File: src/rtl/asp_defines.svh
// Constants of the asynchronous serial data path: offsets, fields, resets.
// Assumes inclusion by bare name from the top module.
// Notes on behaviour
// - Receiver timed by 16x receive clock input.
// - Shift serial input, move character to buffer.
// - New buffered character raises enabled receive interrupt.
// - Reading receive buffer clears receive interrupt.
// - Free 8-bit scratch register, no side effects.
// - Transmitter timed by internal baud clock.
// - Holding moves to shifter only when idle.
// - Shifter serialises character onto serial output.
// - Empty holding register raises enabled interrupt.
// - Writing holding register clears its interrupt.
// - Framing for both sections from line control.
// - Baud clock is reference divided by divisor.
// - Divisor write reloads the baud counter.
`ifndef ASP_DEFINES_SVH
`define ASP_DEFINES_SVH

// ==========================================================
// Register byte offsets
`define ASP_OFS_DATA    8'h00
`define ASP_OFS_LINE    8'h04
`define ASP_OFS_DIV     8'h08
`define ASP_OFS_SCRATCH 8'h0C
`define ASP_OFS_STATUS  8'h10
`define ASP_OFS_IRQ     8'h14
`define ASP_OFS_MASK    8'h18

// ==========================================================
// Field positions
`define ASP_LINE_PAR_EN   2
`define ASP_LINE_EVEN     3
`define ASP_LINE_STOP2    4
`define ASP_IRQ_RX        0
`define ASP_IRQ_TXE       1

// ==========================================================
// Reset values and timing
`define ASP_LINE_RST      5'h03
`define ASP_DIV_RST       16'h0001
`define ASP_OVS           5'h10
`define ASP_HALF          5'h08
`define ASP_STOP15        6'h18

`endif

File: src/rtl/asp_pkg.sv
// Types shared by the asynchronous serial data path.
// Assumes the defines header sits on the include path.
`default_nettype none
package asp_pkg;
    // Shared framing states of both shifters
    typedef enum logic [2:0] {
        ASP_IDLE,
        ASP_START,
        ASP_DATA,
        ASP_PAR,
        ASP_STOP
    } asp_state_t;
endpackage
`default_nettype wire

File: src/rtl/asp_serial_path.sv
// Serial data path: APB register slave, baud generator, receiver, transmitter.
// Assumes a 40 MHz clk_i; receive clock and serial input are asynchronous pins.
//
// Chosen here: the APB slave port and the register addresses.
`include "asp_defines.svh"
`default_nettype none
module asp_serial_path
    import asp_pkg::*;
#(
    parameter int DIV_W = 16                 // Divisor width
) (
    input  wire logic        clk_i,          // System clock
    input  wire logic        resetn_i,       // Synchronous reset, active low
    input  wire logic        psel_i,         // APB select
    input  wire logic        penable_i,      // APB access phase
    input  wire logic        pwrite_i,       // APB direction
    input  wire logic [7:0]  paddr_i,        // APB byte address
    input  wire logic [31:0] pwdata_i,       // APB write data
    output logic      [31:0] prdata_o,       // APB read data
    output logic             pready_o,       // APB ready
    output logic             pslverr_o,      // APB error on unmapped address
    input  wire logic        rx_clock_i,     // 16x receive clock pin
    input  wire logic        serial_in_i,    // Serial input pin
    output logic             serial_out_o,   // Serial output pin
    output logic             baud_clock_out_o, // Baud tick, one cycle per period
    output logic             irq_o           // Level interrupt
);

    // ==========================================================
    // Elaboration check
    if (DIV_W != 16) begin : g_bad
        $error("asp_serial_path supports a 16-bit divisor only");
    end

    // ==========================================================
    // State record
    typedef struct packed {
        logic [31:0]      prdata;    // Read data register
        logic             pready;    // Ready register
        logic             pslverr;   // Error register
        logic [4:0]       line;      // Framing: len, parity, even, stop2
        logic [15:0]      div;       // Divisor latch
        logic [15:0]      bcnt;      // Baud counter
        logic             btick;     // Baud tick
        logic [7:0]       scratch;   // Scratchpad byte
        logic [1:0]       ists;      // Sticky interrupt status
        logic [1:0]       mask;      // Interrupt enables
        logic             irq;       // Interrupt output
        logic [2:0]       rck_s;     // Receive clock synchroniser
        logic             rck_f;     // Filtered receive clock
        logic [2:0]       sin_s;     // Serial input synchroniser
        logic             sin_f;     // Filtered serial input
        asp_state_t       rst;       // Receiver state
        logic [4:0]       rtk;       // Receiver tick count
        logic [2:0]       rbit;      // Receiver bit count
        logic [7:0]       rsh;       // Receiver shift register
        logic [7:0]       rbuf;      // Receive buffer
        logic             rdy;       // Receive buffer full
        asp_state_t       tst;       // Transmitter state
        logic [5:0]       ttk;       // Transmitter tick count
        logic [2:0]       tbit;      // Transmitter bit count
        logic [7:0]       tsh;       // Transmit shift register
        logic             tpar;      // Running transmit parity
        logic [7:0]       thold;     // Holding register
        logic             tempty;    // Holding register empty
        logic             serial_out;      // Serial output
    } asp_regs_t;

    asp_regs_t r_r;                  // Registered state
    asp_regs_t r_nxt;                // Next state

    // ==========================================================
    // Next-state logic
    always_comb begin
        logic       acc;             // Access phase, first cycle
        logic       done;            // Transfer completes this edge
        logic       wr;              // Completing write
        logic       rd_data;         // Completing read of receive buffer
        logic       wr_data;         // Completing write of holding register
        logic       rtick;           // Receive 16x tick
        logic [2:0] nbits;           // Data bits minus one
        logic       set_rx;          // Receive event
        logic       set_txe;         // Holding went empty
        logic [31:0] rdv;            // Read mux value
        logic       hit;             // Address mapped
        r_nxt   = r_r;
        acc     = psel_i & penable_i & ~r_r.pready;
        done    = psel_i & penable_i & r_r.pready;
        wr      = done & pwrite_i;
        rd_data = done & ~pwrite_i & (paddr_i == `ASP_OFS_DATA);
        wr_data = wr & (paddr_i == `ASP_OFS_DATA);
        nbits   = {1'b1, r_r.line[1:0]};
        set_rx  = 1'b0;
        set_txe = 1'b0;
        rdv     = 32'h0000_0000;
        hit     = 1'b1;
        rtick   = 1'b0;

        // Bus answer: one wait state, data captured with ready
        unique case (paddr_i)
            `ASP_OFS_DATA:    rdv = {24'h00_0000, r_r.rbuf};
            `ASP_OFS_LINE:    rdv = {27'h000_0000, r_r.line};
            `ASP_OFS_DIV:     rdv = {16'h0000, r_r.div};
            `ASP_OFS_SCRATCH: rdv = {24'h00_0000, r_r.scratch};
            `ASP_OFS_STATUS:  rdv = {29'h0000_0000, (r_r.tst == ASP_IDLE), r_r.tempty, r_r.rdy};
            `ASP_OFS_IRQ:     rdv = {30'h0000_0000, r_r.ists};
            `ASP_OFS_MASK:    rdv = {30'h0000_0000, r_r.mask};
            default: begin
                hit = 1'b0;  // Unmapped: error, reads zero
            end
        endcase
        r_nxt.pready  = acc;
        r_nxt.pslverr = acc & ~hit;
        r_nxt.prdata  = acc ? rdv : 32'h0000_0000;

        // Register writes land at the completing edge
        if (wr) begin
            unique case (paddr_i)
                `ASP_OFS_LINE:    r_nxt.line = pwdata_i[4:0];
                `ASP_OFS_DIV: begin
                    r_nxt.div  = pwdata_i[15:0];
                    r_nxt.bcnt = pwdata_i[15:0];
                end
                `ASP_OFS_SCRATCH: r_nxt.scratch = pwdata_i[7:0];
                `ASP_OFS_MASK:    r_nxt.mask = pwdata_i[1:0];
                default: begin
                end
            endcase
        end

        // Baud generator; divisor zero holds the tick low
        r_nxt.btick = 1'b0;
        if (!(wr && paddr_i == `ASP_OFS_DIV) && r_r.div != 16'h0000) begin
            if (r_r.bcnt <= 16'h0001) begin
                r_nxt.bcnt  = r_r.div;
                r_nxt.btick = 1'b1;
            end else begin
                r_nxt.bcnt = r_r.bcnt - 16'h0001;
            end
        end

        // Pin synchronisers: a change counts once stages two and three agree
        r_nxt.rck_s = {r_r.rck_s[1:0], rx_clock_i};
        if (r_r.rck_s[1] == r_r.rck_s[2]) begin
            r_nxt.rck_f = r_r.rck_s[2];
        end
        r_nxt.sin_s = {r_r.sin_s[1:0], serial_in_i};
        if (r_r.sin_s[1] == r_r.sin_s[2]) begin
            r_nxt.sin_f = r_r.sin_s[2];
        end
        rtick = r_nxt.rck_f & ~r_r.rck_f;

        // Receiver; samples bit centres at sixteen ticks per bit
        if (rtick) begin
            r_nxt.rtk = r_r.rtk + 5'h01;
            unique case (r_r.rst)
                ASP_IDLE: begin
                    r_nxt.rtk = 5'h00;
                    if (!r_r.sin_f) begin
                        r_nxt.rst = ASP_START;
                    end
                end
                ASP_START: begin
                    if (r_r.rtk == `ASP_HALF - 5'h02) begin
                        r_nxt.rtk  = 5'h00;
                        r_nxt.rbit = 3'h0;
                        // False start: line back high at mid bit
                        r_nxt.rst  = r_r.sin_f ? ASP_IDLE : ASP_DATA;
                    end
                end
                ASP_DATA: begin
                    if (r_r.rtk == `ASP_OVS - 5'h01) begin
                        r_nxt.rtk = 5'h00;
                        r_nxt.rsh = {r_r.sin_f, r_r.rsh[7:1]};
                        r_nxt.rbit = r_r.rbit + 3'h1;
                        if (r_r.rbit == nbits) begin
                            r_nxt.rst = r_r.line[`ASP_LINE_PAR_EN] ? ASP_PAR : ASP_STOP;
                        end
                    end
                end
                ASP_PAR: begin
                    if (r_r.rtk == `ASP_OVS - 5'h01) begin
                        r_nxt.rtk = 5'h00;
                        r_nxt.rst = ASP_STOP;
                    end
                end
                ASP_STOP: begin
                    if (r_r.rtk == `ASP_OVS - 5'h01) begin
                        r_nxt.rst  = ASP_IDLE;
                        // Right-align short characters
                        r_nxt.rbuf = r_r.rsh >> (3'h7 - nbits);
                        r_nxt.rdy  = 1'b1;
                        set_rx     = 1'b1;
                    end
                end
                default: r_nxt.rst = ASP_IDLE;
            endcase
        end
        if (rd_data && !set_rx) begin
            r_nxt.rdy = 1'b0;
        end

        // Holding register load from the bus
        if (wr_data) begin
            r_nxt.thold  = pwdata_i[7:0];
            r_nxt.tempty = 1'b0;
        end

        // Transmitter on baud ticks
        if (r_r.btick) begin
            r_nxt.ttk = r_r.ttk + 6'h01;
            unique case (r_r.tst)
                ASP_IDLE: begin
                    r_nxt.ttk = 6'h00;
                    if (!r_r.tempty) begin
                        r_nxt.tsh    = r_r.thold;
                        r_nxt.tpar   = ~r_r.line[`ASP_LINE_EVEN];
                        // A write at this same edge keeps the new character held
                        r_nxt.tempty = ~wr_data;
                        set_txe      = 1'b1;
                        r_nxt.serial_out   = 1'b0;
                        r_nxt.tst    = ASP_START;
                    end
                end
                ASP_START, ASP_DATA: begin
                    if (r_r.ttk == 6'h0F) begin
                        r_nxt.ttk = 6'h00;
                        if (r_r.tst == ASP_START) begin
                            r_nxt.tbit = 3'h0;
                            r_nxt.tst  = ASP_DATA;
                        end else begin
                            r_nxt.tbit = r_r.tbit + 3'h1;
                            r_nxt.tsh  = {1'b0, r_r.tsh[7:1]};
                            r_nxt.tpar = r_r.tpar ^ r_r.tsh[0];
                        end
                        r_nxt.serial_out = r_nxt.tsh[0];
                        if (r_r.tst == ASP_DATA && r_r.tbit == nbits) begin
                            r_nxt.tst  = r_r.line[`ASP_LINE_PAR_EN] ? ASP_PAR : ASP_STOP;
                            r_nxt.serial_out = r_r.line[`ASP_LINE_PAR_EN] ?
                                         (r_r.tpar ^ r_r.tsh[0]) : 1'b1;
                        end
                    end
                end
                ASP_PAR: begin
                    if (r_r.ttk == 6'h0F) begin
                        r_nxt.ttk  = 6'h00;
                        r_nxt.serial_out = 1'b1;
                        r_nxt.tst  = ASP_STOP;
                    end
                end
                ASP_STOP: begin
                    // One, one and a half or two stop bits
                    if (r_r.ttk == (!r_r.line[`ASP_LINE_STOP2] ? 6'h0F :
                                    (r_r.line[1:0] == 2'b00) ? `ASP_STOP15 - 6'h01 :
                                    6'h1F)) begin
                        r_nxt.tst = ASP_IDLE;
                    end
                end
                default: r_nxt.tst = ASP_IDLE;
            endcase
        end

        // Sticky interrupt status, write one to clear, set wins
        if (wr && paddr_i == `ASP_OFS_IRQ) begin
            r_nxt.ists = r_r.ists & ~pwdata_i[1:0];
        end
        if (rd_data) begin
            r_nxt.ists[`ASP_IRQ_RX] = 1'b0;
        end
        if (wr_data) begin
            r_nxt.ists[`ASP_IRQ_TXE] = 1'b0;
        end
        if (set_rx) begin
            r_nxt.ists[`ASP_IRQ_RX] = 1'b1;
        end
        if (set_txe) begin
            r_nxt.ists[`ASP_IRQ_TXE] = 1'b1;
        end
        r_nxt.irq = |(r_nxt.ists & r_nxt.mask);
    end

    // ==========================================================
    // State register
    always_ff @(posedge clk_i) begin
        if (!resetn_i) begin
            r_r        <= '0;
            r_r.line   <= `ASP_LINE_RST;
            r_r.div    <= `ASP_DIV_RST;
            r_r.bcnt   <= `ASP_DIV_RST;
            r_r.rck_s  <= 3'h0;
            r_r.sin_s  <= 3'h7;
            r_r.sin_f  <= 1'b1;
            r_r.rst    <= ASP_IDLE;
            r_r.tst    <= ASP_IDLE;
            r_r.tempty <= 1'b1;
            r_r.serial_out   <= 1'b1;
        end else begin
            r_r <= r_nxt;
        end
    end

    // ==========================================================
    // Outputs straight from flops
    assign prdata_o         = r_r.prdata;
    assign pready_o         = r_r.pready;
    assign pslverr_o        = r_r.pslverr;
    assign serial_out_o     = r_r.serial_out;
    assign baud_clock_out_o = r_r.btick;
    assign irq_o            = r_r.irq;

endmodule
`default_nettype wire

File: config.mk
export PLATFORM = sky130hd
export DESIGN_NAME = asp_serial_path
export DESIGN_NICKNAME = d
export VERILOG_FILES = /design/src/rtl/asp_pkg.sv /design/src/rtl/asp_serial_path.sv
export VERILOG_INCLUDE_DIRS = /design/src /design/src/rtl
export SDC_FILE = /design/constraint.sdc
export NUM_CORES = 1
export LEC_CHECK = 0
export CORE_MARGIN = 5
export CORE_UTILIZATION = 30
export CTS_BUF_LIST = sky130_fd_sc_hd__clkbuf_2
export DETAILED_ROUTE_END_ITERATION = 8
export DONT_BUFFER_PORTS = 1
export PLACE_DENSITY_LB_ADDON = 0.2
export SETUP_SLACK_MARGIN = 0.1
export SLEW_MARGIN = 10
export SYNTH_ARGS = -nofsm -noshare
export SYNTH_HDL_FRONTEND = slang
export SYNTH_SLANG_ARGS = --single-unit
File: constraint.sdc
create_clock -name clk_i -period 5.75 [get_ports clk_i]
set_clock_uncertainty 0.05 [all_clocks]
set_input_delay 1.15 -clock clk_i [delete_from_list [all_inputs] [get_ports clk_i]]
set_output_delay 1.15 -clock clk_i [all_outputs]
set_load 0.01 [all_outputs]
; ---- After elaboration in Yosys (flattened, before gate mapping)
; Cells that the tools add are included.
[totals]
input_bits = 47
register_bits = 152
elab_cells = 183
[classes]
magnitude_cmp = 1
n_reduce_logical = 36
n_shift = 1
bitwise_logic = 20
muxes = 55
n_addsub = 6
eq_ne = 34
[ops]
columns = op, n
row1 = $pmux 16 s7, 1
row2 = $mux 16, 3
row3 = $mux 3, 9
row4 = $mux 9, 3
row5 = $eq 8x5->1 const B, 3
row6 = $ne 2x2->1 const B, 11
row7 = $mux 21, 1
row8 = $pmux 5 s4, 1
row9 = $mux 1, 19
row10 = $mux 19, 1
row11 = $pmux 6 s3, 1
row12 = $pmux 9 s2, 1
row13 = $mux 17, 1
row14 = $eq 8x4->1 const B, 2
row15 = $le 16x1->1 const B, 1
row16 = $reduce_bool 16->1, 1
row17 = $sub 16x1->16 const B, 1
row18 = $pmux 3 s5, 1
row19 = $eq 3x2->1 const B, 4
row20 = $mux 2, 6
row21 = $pmux 3 s4, 1
row22 = $reduce_and 2->1, 6
row23 = $mux 11, 1
row24 = $reduce_and 5->1, 2
row25 = 38 further kinds, 72

; ---- Longest topological paths before layout
; Gate-level depths: netlist of run 1.
[logic_depth]
word_depth = 9
ltp_mapped = 11

; ---- Worst setup path before layout of run 1
; OpenSTA, ideal clock, no wires.
[synth_timing]
kind = input port to flip-flop
startpoint = input paddr_i[5]
endpoint = register r_r (netlist bit prdata_o[5])
cell_stages = 6
n_path_buf = 2
path_slack_ns = 3.011
t_required_ns = 5.624
arrival_time_ns = 2.613
path_cell_list = nor4_1 -> and4_1 -> clkbuf_1 -> clkbuf_1 -> a22oi_1 -> a21oi_1
[synth_via]
elab_chain_cells = 2
word_cells_on_any_way = 8
classes_between = 6 x eq/ne / 1 x mux / 1 x reduce/logical
[synth_lines]
columns = element, line
row1 = from (decl), asp_serial_path.sv:17  ; input wire logic [7:0] paddr_i,
row2 = "$eq 8x5->1, or another cell as far along", asp_serial_path.sv:100  ; unique case (paddr_i)
row3 = $pmux 16 s7 *, asp_serial_path.sv:100
row4 = to (signal assigned), asp_serial_path.sv:298  ; r_r <= r_nxt;
row5 = to (decl), asp_serial_path.sv:69  ; asp_regs_t r_r;
; Mark *: on every way between the ends. The rest lies on a longest branch, timed or not.
; A chain may end at the register's enable or synchronous reset.

; ---- Worst setup path in the final report of run 1
[layout_timing]
startpoint = input paddr_i[5]
endpoint = register r_r (netlist bit irq_o)
[layout_via]
elab_chain_cells = 7
word_cells_on_any_way = 15
classes_between = 2 x eq/ne / 7 x mux / 3 x bitwise / 3 x reduce/logical
[layout_lines]
columns = element, line
row1 = $eq 8x5->1, -
row2 = $logic_and 1x1->1 (no line), -
row3 = $mux 2, asp_serial_path.sv:264  ; if (wr && paddr_i == `ASP_OFS_IRQ) begin
row4 = "$mux 1, on equally long branches", "asp_serial_path.sv:267, asp_serial_path.sv:270"
row5 = "$mux 1, on equally long branches", "asp_serial_path.sv:273, asp_serial_path.sv:276"
row6 = $and 2x2->2 *, asp_serial_path.sv:279  ; r_nxt.irq = |(r_nxt.ists & r_nxt.mask);
row7 = $reduce_or 2->1 *, asp_serial_path.sv:279
; Marked as above.

==> results.json, run 1 <==
{
  "dieArea_mm2": 0.0252,
  "multi_input_area_mm2": 0.00348,
  "power.density_mw_per_mm2": 328,
  "final.fill_count": 2370,
  "drive_gt1_frac": 0.0584,
  "vias": 5629,
  "synth-edff-count": 0,
  "switching_share": 0.336,
  "maxSlewViolCount": 0,
  "required_ns": 6.32,
  "wl_per_cell_um": 17.0,
  "reg2reg_to": "r_r[50]",
  "hold_ws_ns": 0.382,
  "clockBufferDepth": 2,
  "core_mm2": 0.0218,
  "clkPwrFrac": 0.287,
  "seqCellArea_mm2": 0.00272,
  "max-slew-margin-rel": 0.387,
  "synth_ff_type": "dfxtp_1",
  "hold_class": "flop to flop",
  "drcViolationCount": 0,
  "cts_tree": "done",
  "ios": 84,
  "syn_to_final_growth_pct": 4.34,
  "place.gp.congestion": 0.835,
  "crit_path_end_kind": "flop",
  "period_minus_slack_ns": 2.90,
  "rrSetupSlack_ns": 2.90,
  "fmax_ghz": 0.344,
  "arrival_ns": 3.48,
  "maxCapViolations": 0,
  "clk_pin_slew_worst_paths_ns": 0.22,
  "crit_start": "paddr_i[5]",
  "vias_per_cell": 5.27,
  "ctsHoldBuffers": 0,
  "ant_nets": 0,
  "synth_top_area_frac": 0.410,
  "r2r_start": "r_r[51]",
  "track_usage": 0.145,
  "internal_power_mw": 1.51,
  "cts_sinks": 136,
  "finalSetupTns_ns": 0,
  "rsz0062_at_grt": "no",
  "cts_resized": 0,
  "placed_area_mm2": 0.00665,
  "die_w_um": 159,
  "setup_viol": 0,
  "yosysWarnings": 0,
  "reg2regPathDepth": 9,
  "initial_core_util": 0.304,
  "peakVddDrop_mv": 0.139,
  "p_sw_mw": 0.763,
  "power_frac_seq": 0.470,
  "grt_max_degree": 79,
  "ys_top_cells_by_area": "dfxtp_1, a21oi_1, nand2_1",
  "cts_buffers": 17,
  "ys_async_sr_fraction": 0,
  "portBuffers": 0,
  "dp_hpwl_um": 12500,
  "drtIter0Drc": 362,
  "netlist-cell-type-count": 67,
  "fin_area_mm2": 0.00692,
  "comb_power_share": 0.243,
  "routed_wl_um": 18100,
  "drtPass1Iterations": 5,
  "syn_area_mm2": 0.00664,
  "avgSynthCellArea_um2": 8.14,
  "crit_end": "irq_o",
  "htreeDepth": 4,
  "rows": 54,
  "yosysSeqAreaShare": 0.410,
  "antenna_found_initial": 1,
  "power.leakage_nw": 2.48,
  "status": "finished, final reports clean",
  "grt_pass1_vias": 5425,
  "hold_viol": 0,
  "critPathMaxFanout": 18,
  "clk_latency_ns": 0.75,
  "cp-start-kind": "primary input",
  "grt.overflow.total": 0,
  "dieHeight_um": 159,
  "finalCritPeriodShare": 0.505,
  "tightest_slew_ns": 0.920,
  "final_nets": 830,
  "synth_top_area_cell": "dfxtp_1",
  "synth_cells": 815,
  "ys_seq_elements": 136,
  "critPathKind": "primary input to flop",
  "power_mw": 2.27,
  "grt_pass1_wl_um": 30200,
  "postCtsSetupBuffers": 0,
  "clockRootBuffer": "clkbuf_2"
}
kinds of logic (layout without fill, tap and decap cells):
logic type	after synthesis	after routing	share of synthesized area
other cells	1	17	0.000565
flops	136	136	0.410
mux	28	28	0.0430
xor+xnor	13	13	0.0172
compound gates	196	196	0.186
simple gates	335	335	0.251
buf+inv	97	54	0.0745
fa+ha+maj	9	9	0.0170
final cells by class:
type | instances | share of cell area
Tap cell | 280 | 0.0506
Multi-Input combinational cell | 597 | 0.502
Timing Repair Buffer | 5 | 0.00542
Antenna cell | 1 | 0.000361
Sequential cell | 136 | 0.393
Clock buffer | 18 | 0.0130
Clock inverter | 14 | 0.0262
Inverter | 17 | 0.00922
power groups by stage:
stage	Combinational, mW	Sequential [mW]	Clock [mW]
after floorplan	0.470	1.06	0
after global placement	0.545	1.09	0
after detailed placement	0.546	1.09	0
after CTS	0.549	1.07	0.681
after global routing	0.626	1.08	0.722
final	0.552	1.07	0.653
stage by stage:
step / util / worst slack [ns] / instances
after detailed placement: 0.305 / 2.08 / 1035
after global routing: 0.317 / 2.65 / 1068
after global placement: 0.305 / 2.15 / 1035
final: 0.317 / 2.85 / 1068
after CTS: 0.317 / 2.91 / 1067
after floorplan: - / 3.01 / 830
cells in the final DEF (no fill, tap or decap), types with 4 or more instances in the layout:
| cell type | netlist | final |
|---|---|---|
| nor3_1 | 18 | 18 |
| o21ai_1 | 6 | 6 |
| buf_4 | 33 | 5 |
| nand4_1 | 8 | 8 |
| ha_1 | 9 | 9 |
| nand2b_1 | 11 | 11 |
| xnor2_1 | 7 | 7 |
| inv_1 | 16 | 16 |
| nand2_1 | 98 | 98 |
| nand3_1 | 47 | 47 |
| or3_1 | 10 | 10 |
| dfxtp_1 | 136 | 136 |
| bufinv_16 | 0 | 4 |
| xor2_1 | 6 | 6 |
| a211oi_1 | 14 | 14 |
| o211ai_1 | 5 | 5 |
| conb_1 | 1 | 16 |
| a31oi_1 | 8 | 8 |
| a21oi_1 | 77 | 77 |
| clkbuf_2 | 0 | 18 |
| nor2_1 | 76 | 76 |
| nor2b_1 | 8 | 8 |
| and3_1 | 11 | 11 |
| and4_1 | 4 | 4 |
| a22oi_1 | 17 | 17 |
| o22ai_1 | 5 | 5 |
| a221oi_1 | 4 | 4 |
| mux2i_1 | 24 | 24 |
| o21ai_0 | 29 | 29 |
| a21o_1 | 4 | 4 |
| nor4_1 | 13 | 13 |
| and2_1 | 4 | 4 |
Yosys cell counts, drive strengths merged, types with 3 or more instances:
| library cell | instances |
|---|---|
| a211oi | 14 |
| a21o | 4 |
| a21oi | 77 |
| a221oi | 4 |
| a22oi | 17 |
| a31oi | 8 |
| and2 | 4 |
| and3 | 11 |
| and3b | 3 |
| and4 | 4 |
| buf | 40 |
| clkbuf | 40 |
| dfxtp | 136 |
| ha | 9 |
| inv | 16 |
| mux2 | 4 |
| mux2i | 24 |
| nand2 | 98 |
| nand2b | 11 |
| nand3 | 47 |
| nand4 | 8 |
| nand4b | 3 |
| nor2 | 76 |
| nor2b | 8 |
| nor3 | 19 |
| nor3b | 5 |
| nor4 | 14 |
| o211ai | 5 |
| o21ai | 35 |
| o22ai | 5 |
| o31ai | 3 |
| or3 | 10 |
| or4 | 5 |
| or4b | 3 |
| xnor2 | 7 |
| xor2 | 6 |
worst max-delay path, cell delays in order:
cell and delay [ns]:
nor4_1 0.67, and3b_1 0.75, nand2_1 0.42, a32oi_1 0.35
o32ai_1 0.13
per-layer routing:
metal  share of wire  vias up  track usage
met1            0.49     2694        0.200
met3           0.039       25       0.0285
li1                -     2796            -
met2            0.45      114        0.222
met5               0        -            0
met4           0.023        0       0.0587
worst min path at each step:
| stage | from | end | slack [ns] | cells past startpoint |
|---|---|---|---|---|
| detailed placement | r_nxt[61] | r_nxt[62] | 0.35 | 1 |
| CTS | resetn_i | r_r[81] | 0.34 | 1 |
| finish | r_nxt[61] | r_nxt[62] | 0.38 | 1 |
| global route | resetn_i | r_r[81] | 0.32 | 1 |
| global placement | r_nxt[61] | r_nxt[62] | 0.35 | 1 |
| floorplan | r_nxt[61] | r_nxt[62] | 0.34 | 1 |
state kept, by name (all words and copies together) (netlist names):
| name | cells |
|---|---|
| r_nxt | 4 |
| prdata_o | 16 |
| pslverr_o | 1 |
| pready_o | 1 |
| irq_o | 1 |
| serial_out_o | 1 |
| r_r | 111 |
| baud_clock_out_o | 1 |
(Power assumes the default switching activity.)
==> run 2: changes to the inputs <==
==> constraint.sdc (replaced) <==
create_clock -name clk_i -period 2.8 [get_ports clk_i]
set_clock_uncertainty 0.05 [all_clocks]
set_input_delay 0.56 -clock clk_i [delete_from_list [all_inputs] [get_ports clk_i]]
set_output_delay 0.56 -clock clk_i [all_outputs]
set_load 0.01 [all_outputs]
==> run 2 against run 1 <==
Effect of this change: sequential power up 100%; power up 120%; worst hold slack worse by 0.29 ns; combinational power up 140%; largest power group unchanged.
==> results.json, run 2 (synthesis results as in run 1) <==
{
  "critPathKind": "flop to flop",
  "finalSetupTns_ns": 0,
  "drive_gt1_frac": 0.0905,
  "layout_commonest_cell": "dfxtp_1",
  "critPathMaxFanout": 15,
  "hold_class": "primary input to flop",
  "grt_max_degree": 79,
  "htreeDepth": 4,
  "power.density_mw_per_mm2": 660,
  "routed_wl_um": 18700,
  "syn_to_final_growth_pct": 12.3,
  "final_cell_mix": "dfxtp_1, nand2_1, a21oi_1, nor2_1, nand3_1",
  "drtPass1Iterations": 5,
  "clk_pin_slew_worst_paths_ns": 0.23,
  "arrival_ns": 3.14,
  "power.leakage_nw": 2.75,
  "antenna_found_initial": 2,
  "hold_ws_ns": 0.0965,
  "grt_pass1_wl_um": 30400,
  "dp_hpwl_um": 12900,
  "period_minus_slack_ns": 2.55,
  "clockBufferDepth": 2,
  "hold_depth": 2,
  "ant_nets": 0,
  "status": "finished, final reports clean",
  "cts_tree": "done",
  "drcViolationCount": 0,
  "maxSlewViolCount": 0,
  "initial_core_util": 0.304,
  "largest_reg_flops": 111,
  "cp-start-kind": "flop",
  "drtIter0Drc": 502,
  "multi_input_area_mm2": 0.00348,
  "fmax_ghz": 0.392,
  "grt_pass1_vias": 5366,
  "peakVddDrop_mv": 0.282,
  "dieHeight_um": 159,
  "reg2regPathDepth": 10,
  "final_nets": 883,
  "grt.overflow.total": 0,
  "ios": 84,
  "clockRootBuffer": "clkbuf_2",
  "cts_buffers": 17,
  "setup_viol": 0,
  "vias_per_cell": 5.15,
  "top_register": "r_r",
  "core_mm2": 0.0218,
  "final.fill_count": 2307,
  "tightest_slew_ns": 0.908,
  "die_w_um": 159,
  "wl_per_cell_um": 16.7,
  "hold_viol": 0,
  "max-slew-margin-rel": 0.395,
  "cts_sinks": 136,
  "crit_path_end_kind": "flop",
  "required_ns": 3.39,
  "clk_latency_ns": 0.72,
  "vias": 5771,
  "track_usage": 0.147,
  "rows": 54,
  "dieArea_mm2": 0.0252,
  "seqCellArea_mm2": 0.00272,
  "place.gp.congestion": 0.840,
  "portBuffers": 0,
  "maxCapViolations": 0,
  "rsz0062_at_grt": "no",
  "finalCritPeriodShare": 0.910
}
==> run 2: final cells by class <==
class,count,share of cell area
inverters,17,0.00856
flip-flops and latches,136,0.365
repair buffers,58,0.0708
multi-input cells,597,0.468
diodes,1,0.000336
well taps,280,0.0470
clock inverters,12,0.0269
clock buffers,20,0.0134
==> run 2: timing repair <==
item,CTS,global route
setup endpoints to repair,0,4
hold buffers,28,0
endpoints found under the hold margin,73,0
setup buffers,0,1
resized for setup,0,3
==> run 2: metal layers <==
metal / vias to the layer above / wire length [um] / track usage
met4: 0 / 198 / 0.0399
li1: 2906 / - / -
met1: 2727 / 8990 / 0.205
met3: 15 / 786 / 0.0311
met2: 123 / 8700 / 0.233
met5: - / 0 / 0
==> run 2: final timing paths <==
| path | from | to | slack [ns] |
|---|---|---|---|
| max | r_r[81] | r_r[81] | 0.25 |
| min | resetn_i | r_r[27] | 0.1 |
| max reg2reg | r_r[81] | r_r[81] | 0.25 |
| min reg2reg | r_nxt[61] | r_nxt[62] | 0.41 |
==> run 2: power breakdown <==
group	leakage (nW)	internal, mW	switching (mW)	total (mW)
combinational	1.48	0.588	0.729	1.32
clock	0.172	0.686	0.751	1.44
sequential	1.10	2.04	0.122	2.17
==> run 2: critical path: stages (launching register included) <==
cell	delay (ns)
dfxtp_2	0.43
inv_1	0.05
ha_1	0.29
nor2_1	0.21
nor3b_4	0.07
and2_1	0.15
buf_4	0.19
a221o_1	0.30
o22ai_1	0.11
nand2_1	0.06
dlygate4sd3_1	0.55
==> run 2: through the flow <==
| step | utilization | setup WS (ns) | instances | power, mW | cell area, um^2 |
|---|---|---|---|---|---|
| after floorplan | - | 0.416 | 830 | 3.14 | 6690 |
| after global placement | 0.314 | 0.382 | 1059 | 3.40 | 6840 |
| after detailed placement | 0.314 | 0.371 | 1059 | 3.40 | 6840 |
| after CTS | 0.341 | 0.227 | 1119 | 4.93 | 7430 |
| after global routing | 0.342 | 0.116 | 1121 | 5.23 | 7450 |
| final | 0.342 | 0.251 | 1121 | 4.92 | 7450 |
==> run 3: changes to the inputs <==
--- a/config.mk
+++ b/config.mk
@@ -6,6 +6,7 @@
 export SDC_FILE = /design/constraint.sdc
 export NUM_CORES = 1
 export LEC_CHECK = 0
+export CORE_ASPECT_RATIO = 2
 export CORE_MARGIN = 5
 export CORE_UTILIZATION = 30
 export CTS_BUF_LIST = sky130_fd_sc_hd__clkbuf_2
@@ -13,7 +14,7 @@
 export DONT_BUFFER_PORTS = 1
 export PLACE_DENSITY_LB_ADDON = 0.2
 export SETUP_SLACK_MARGIN = 0.1
-export SLEW_MARGIN = 10
+export SLEW_MARGIN = 20
 export SYNTH_ARGS = -nofsm -noshare
 export SYNTH_HDL_FRONTEND = slang
 export SYNTH_SLANG_ARGS = --single-unit
==> run 3 against run 2 <==
Effect of this change: critical endpoint is now r_r[50]; register-to-register slack improved by 0.11 ns; critical path type unchanged; global-route usage is 2.6 points higher; non-clock buffer count rose by 3; largest power group unchanged; setup slack improved by 0.11 ns.
==> results.json, run 3 (synthesis results as in run 1) <==
{
  "dieHeight_um": 220,
  "rsz0062_at_grt": "no",
  "track_usage": 0.173,
  "antenna_found_initial": 2,
  "die_w_um": 115,
  "final.fill_count": 2388,
  "reg2regPathDepth": 9,
  "hold_viol": 0,
  "crit_start": "r_r[51]",
  "arrival_ns": 3.12,
  "routed_wl_um": 21200,
  "peakVddDrop_mv": 0.316,
  "wl_per_cell_um": 18.9,
  "vias_per_cell": 5.28,
  "clk_latency_ns": 0.79,
  "r2r_start": "r_r[51]",
  "crit_path_end_kind": "flop",
  "portBuffers": 0,
  "ant_nets": 0,
  "cts_tree": "done",
  "finalSetupTns_ns": 0,
  "clockBufferDepth": 2,
  "vias": 5918,
  "cts_buffers": 17,
  "top_register": "r_r",
  "hold_class": "primary input to flop",
  "postCtsSetupBuffers": 0,
  "required_ns": 3.48,
  "setup_viol": 0,
  "fmax_ghz": 0.410,
  "finalCritPeriodShare": 0.870,
  "maxSlewViolCount": 0,
  "rrSetupSlack_ns": 0.36,
  "largest_reg_flops": 111,
  "grt.overflow.total": 0,
  "place.gp.congestion": 0.888,
  "fin_area_mm2": 0.00737,
  "maxCapViolations": 0,
  "critPathMaxFanout": 6,
  "reg2reg_to": "r_r[50]",
  "period_minus_slack_ns": 2.44,
  "drive_gt1_frac": 0.0913,
  "critPathKind": "flop to flop",
  "cp-start-kind": "flop",
  "clk_pin_slew_worst_paths_ns": 0.21,
  "clockRootBuffer": "clkbuf_2",
  "core_mm2": 0.0220,
  "drtPass1Iterations": 5,
  "layout_commonest_cell": "dfxtp_1",
  "syn_to_final_growth_pct": 11.0,
  "power.leakage_nw": 2.73,
  "grt_max_degree": 79,
  "placed_area_mm2": 0.00685,
  "drtIter0Drc": 287,
  "final_cell_mix": "dfxtp_1, nand2_1, a21oi_1, nor2_1, nand3_1",
  "status": "finished, final reports clean",
  "power.density_mw_per_mm2": 639,
  "crit_end": "r_r[50]",
  "dp_hpwl_um": 15500,
  "rows": 77,
  "final_nets": 886,
  "ios": 84,
  "tightest_slew_ns": 0.920,
  "grt_pass1_wl_um": 33300,
  "htreeDepth": 4,
  "grt_pass1_vias": 6081,
  "initial_core_util": 0.302,
  "cts_sinks": 136,
  "max-slew-margin-rel": 0.387,
  "drcViolationCount": 0,
  "dieArea_mm2": 0.0254
}
run 3: worst min-delay path by stage:
stage	startpoint	end	slack, ns	cells after the start
2_1_floorplan	r_nxt[61]	r_nxt[62]	0.34	1
3_3_place_gp	r_nxt[61]	r_nxt[62]	0.34	1
3_5_place_dp	r_nxt[61]	r_nxt[62]	0.34	1
4_1_cts	paddr_i[4]	r_r[115]	0.008	4
5_1_grt	paddr_i[4]	r_r[116]	0.03	4
6_report	resetn_i	r_r[22]	0.1	2
run 3: critical path, cell delays in order, from the launching register on:
cell and delay, ns:
dfxtp_2 0.41, ha_1 0.17, nand3_1 0.11, inv_1 0.08
ha_1 0.27, nor2b_2 0.22, nand2_1 0.12, or4_1 0.44
or3b_1 0.39, a21oi_1 0.14
run 3: area by class of cell:
cell class | count | area [um^2] | share of cell area
sequential | 136 | 2730 | 0.370
multi-input combinational | 597 | 3480 | 0.472
inverter | 17 | 63.8 | 0.00866
clock inverter | 11 | 106 | 0.0144
antenna | 2 | 5.00 | 0.000679
clock buffer | 21 | 105 | 0.0143
timing repair buffer | 61 | 541 | 0.0733
tap | 276 | 345 | 0.0469
run 3: where the power goes:
part | switching [mW] | internal, mW
combinational | 0.759 | 0.608
sequential | 0.164 | 2.04
clock | 0.729 | 0.408
total | 1.65 | 3.06
run 3: what timing repair did:
item | 4_1_cts | 5_1_grt
resized for setup | 0 | 3
endpoints found under the setup margin | 0 | 8
hold endpoints to repair | 75 | 0
hold buffers | 29 | 0
run 3: through the flow:
stage | util | total power [mW] | hold slack (ns) | std cells | setup slack, ns
6_report | 0.335 | 4.71 | 0.0960 | 1121 | 0.364
4_1_cts | 0.335 | 4.77 | 0.00779 | 1119 | 0.288
5_1_grt | 0.335 | 5.00 | 0.0285 | 1121 | 0.148
3_3_place_gp | 0.312 | 3.55 | 0.340 | 1058 | 0.396
2_1_floorplan | - | 3.14 | 0.336 | 830 | 0.416
3_5_place_dp | 0.312 | 3.55 | 0.342 | 1058 | 0.321
run 3: routing by layer:
metal / share of wire / vias up / global-route usage
met5: 0 / - / 0
met4: 0.064 / 0 / 0.121
met3: 0.034 / 68 / 0.0416
met2: 0.56 / 131 / 0.332
met1: 0.34 / 2798 / 0.153
li1: - / 2921 / -
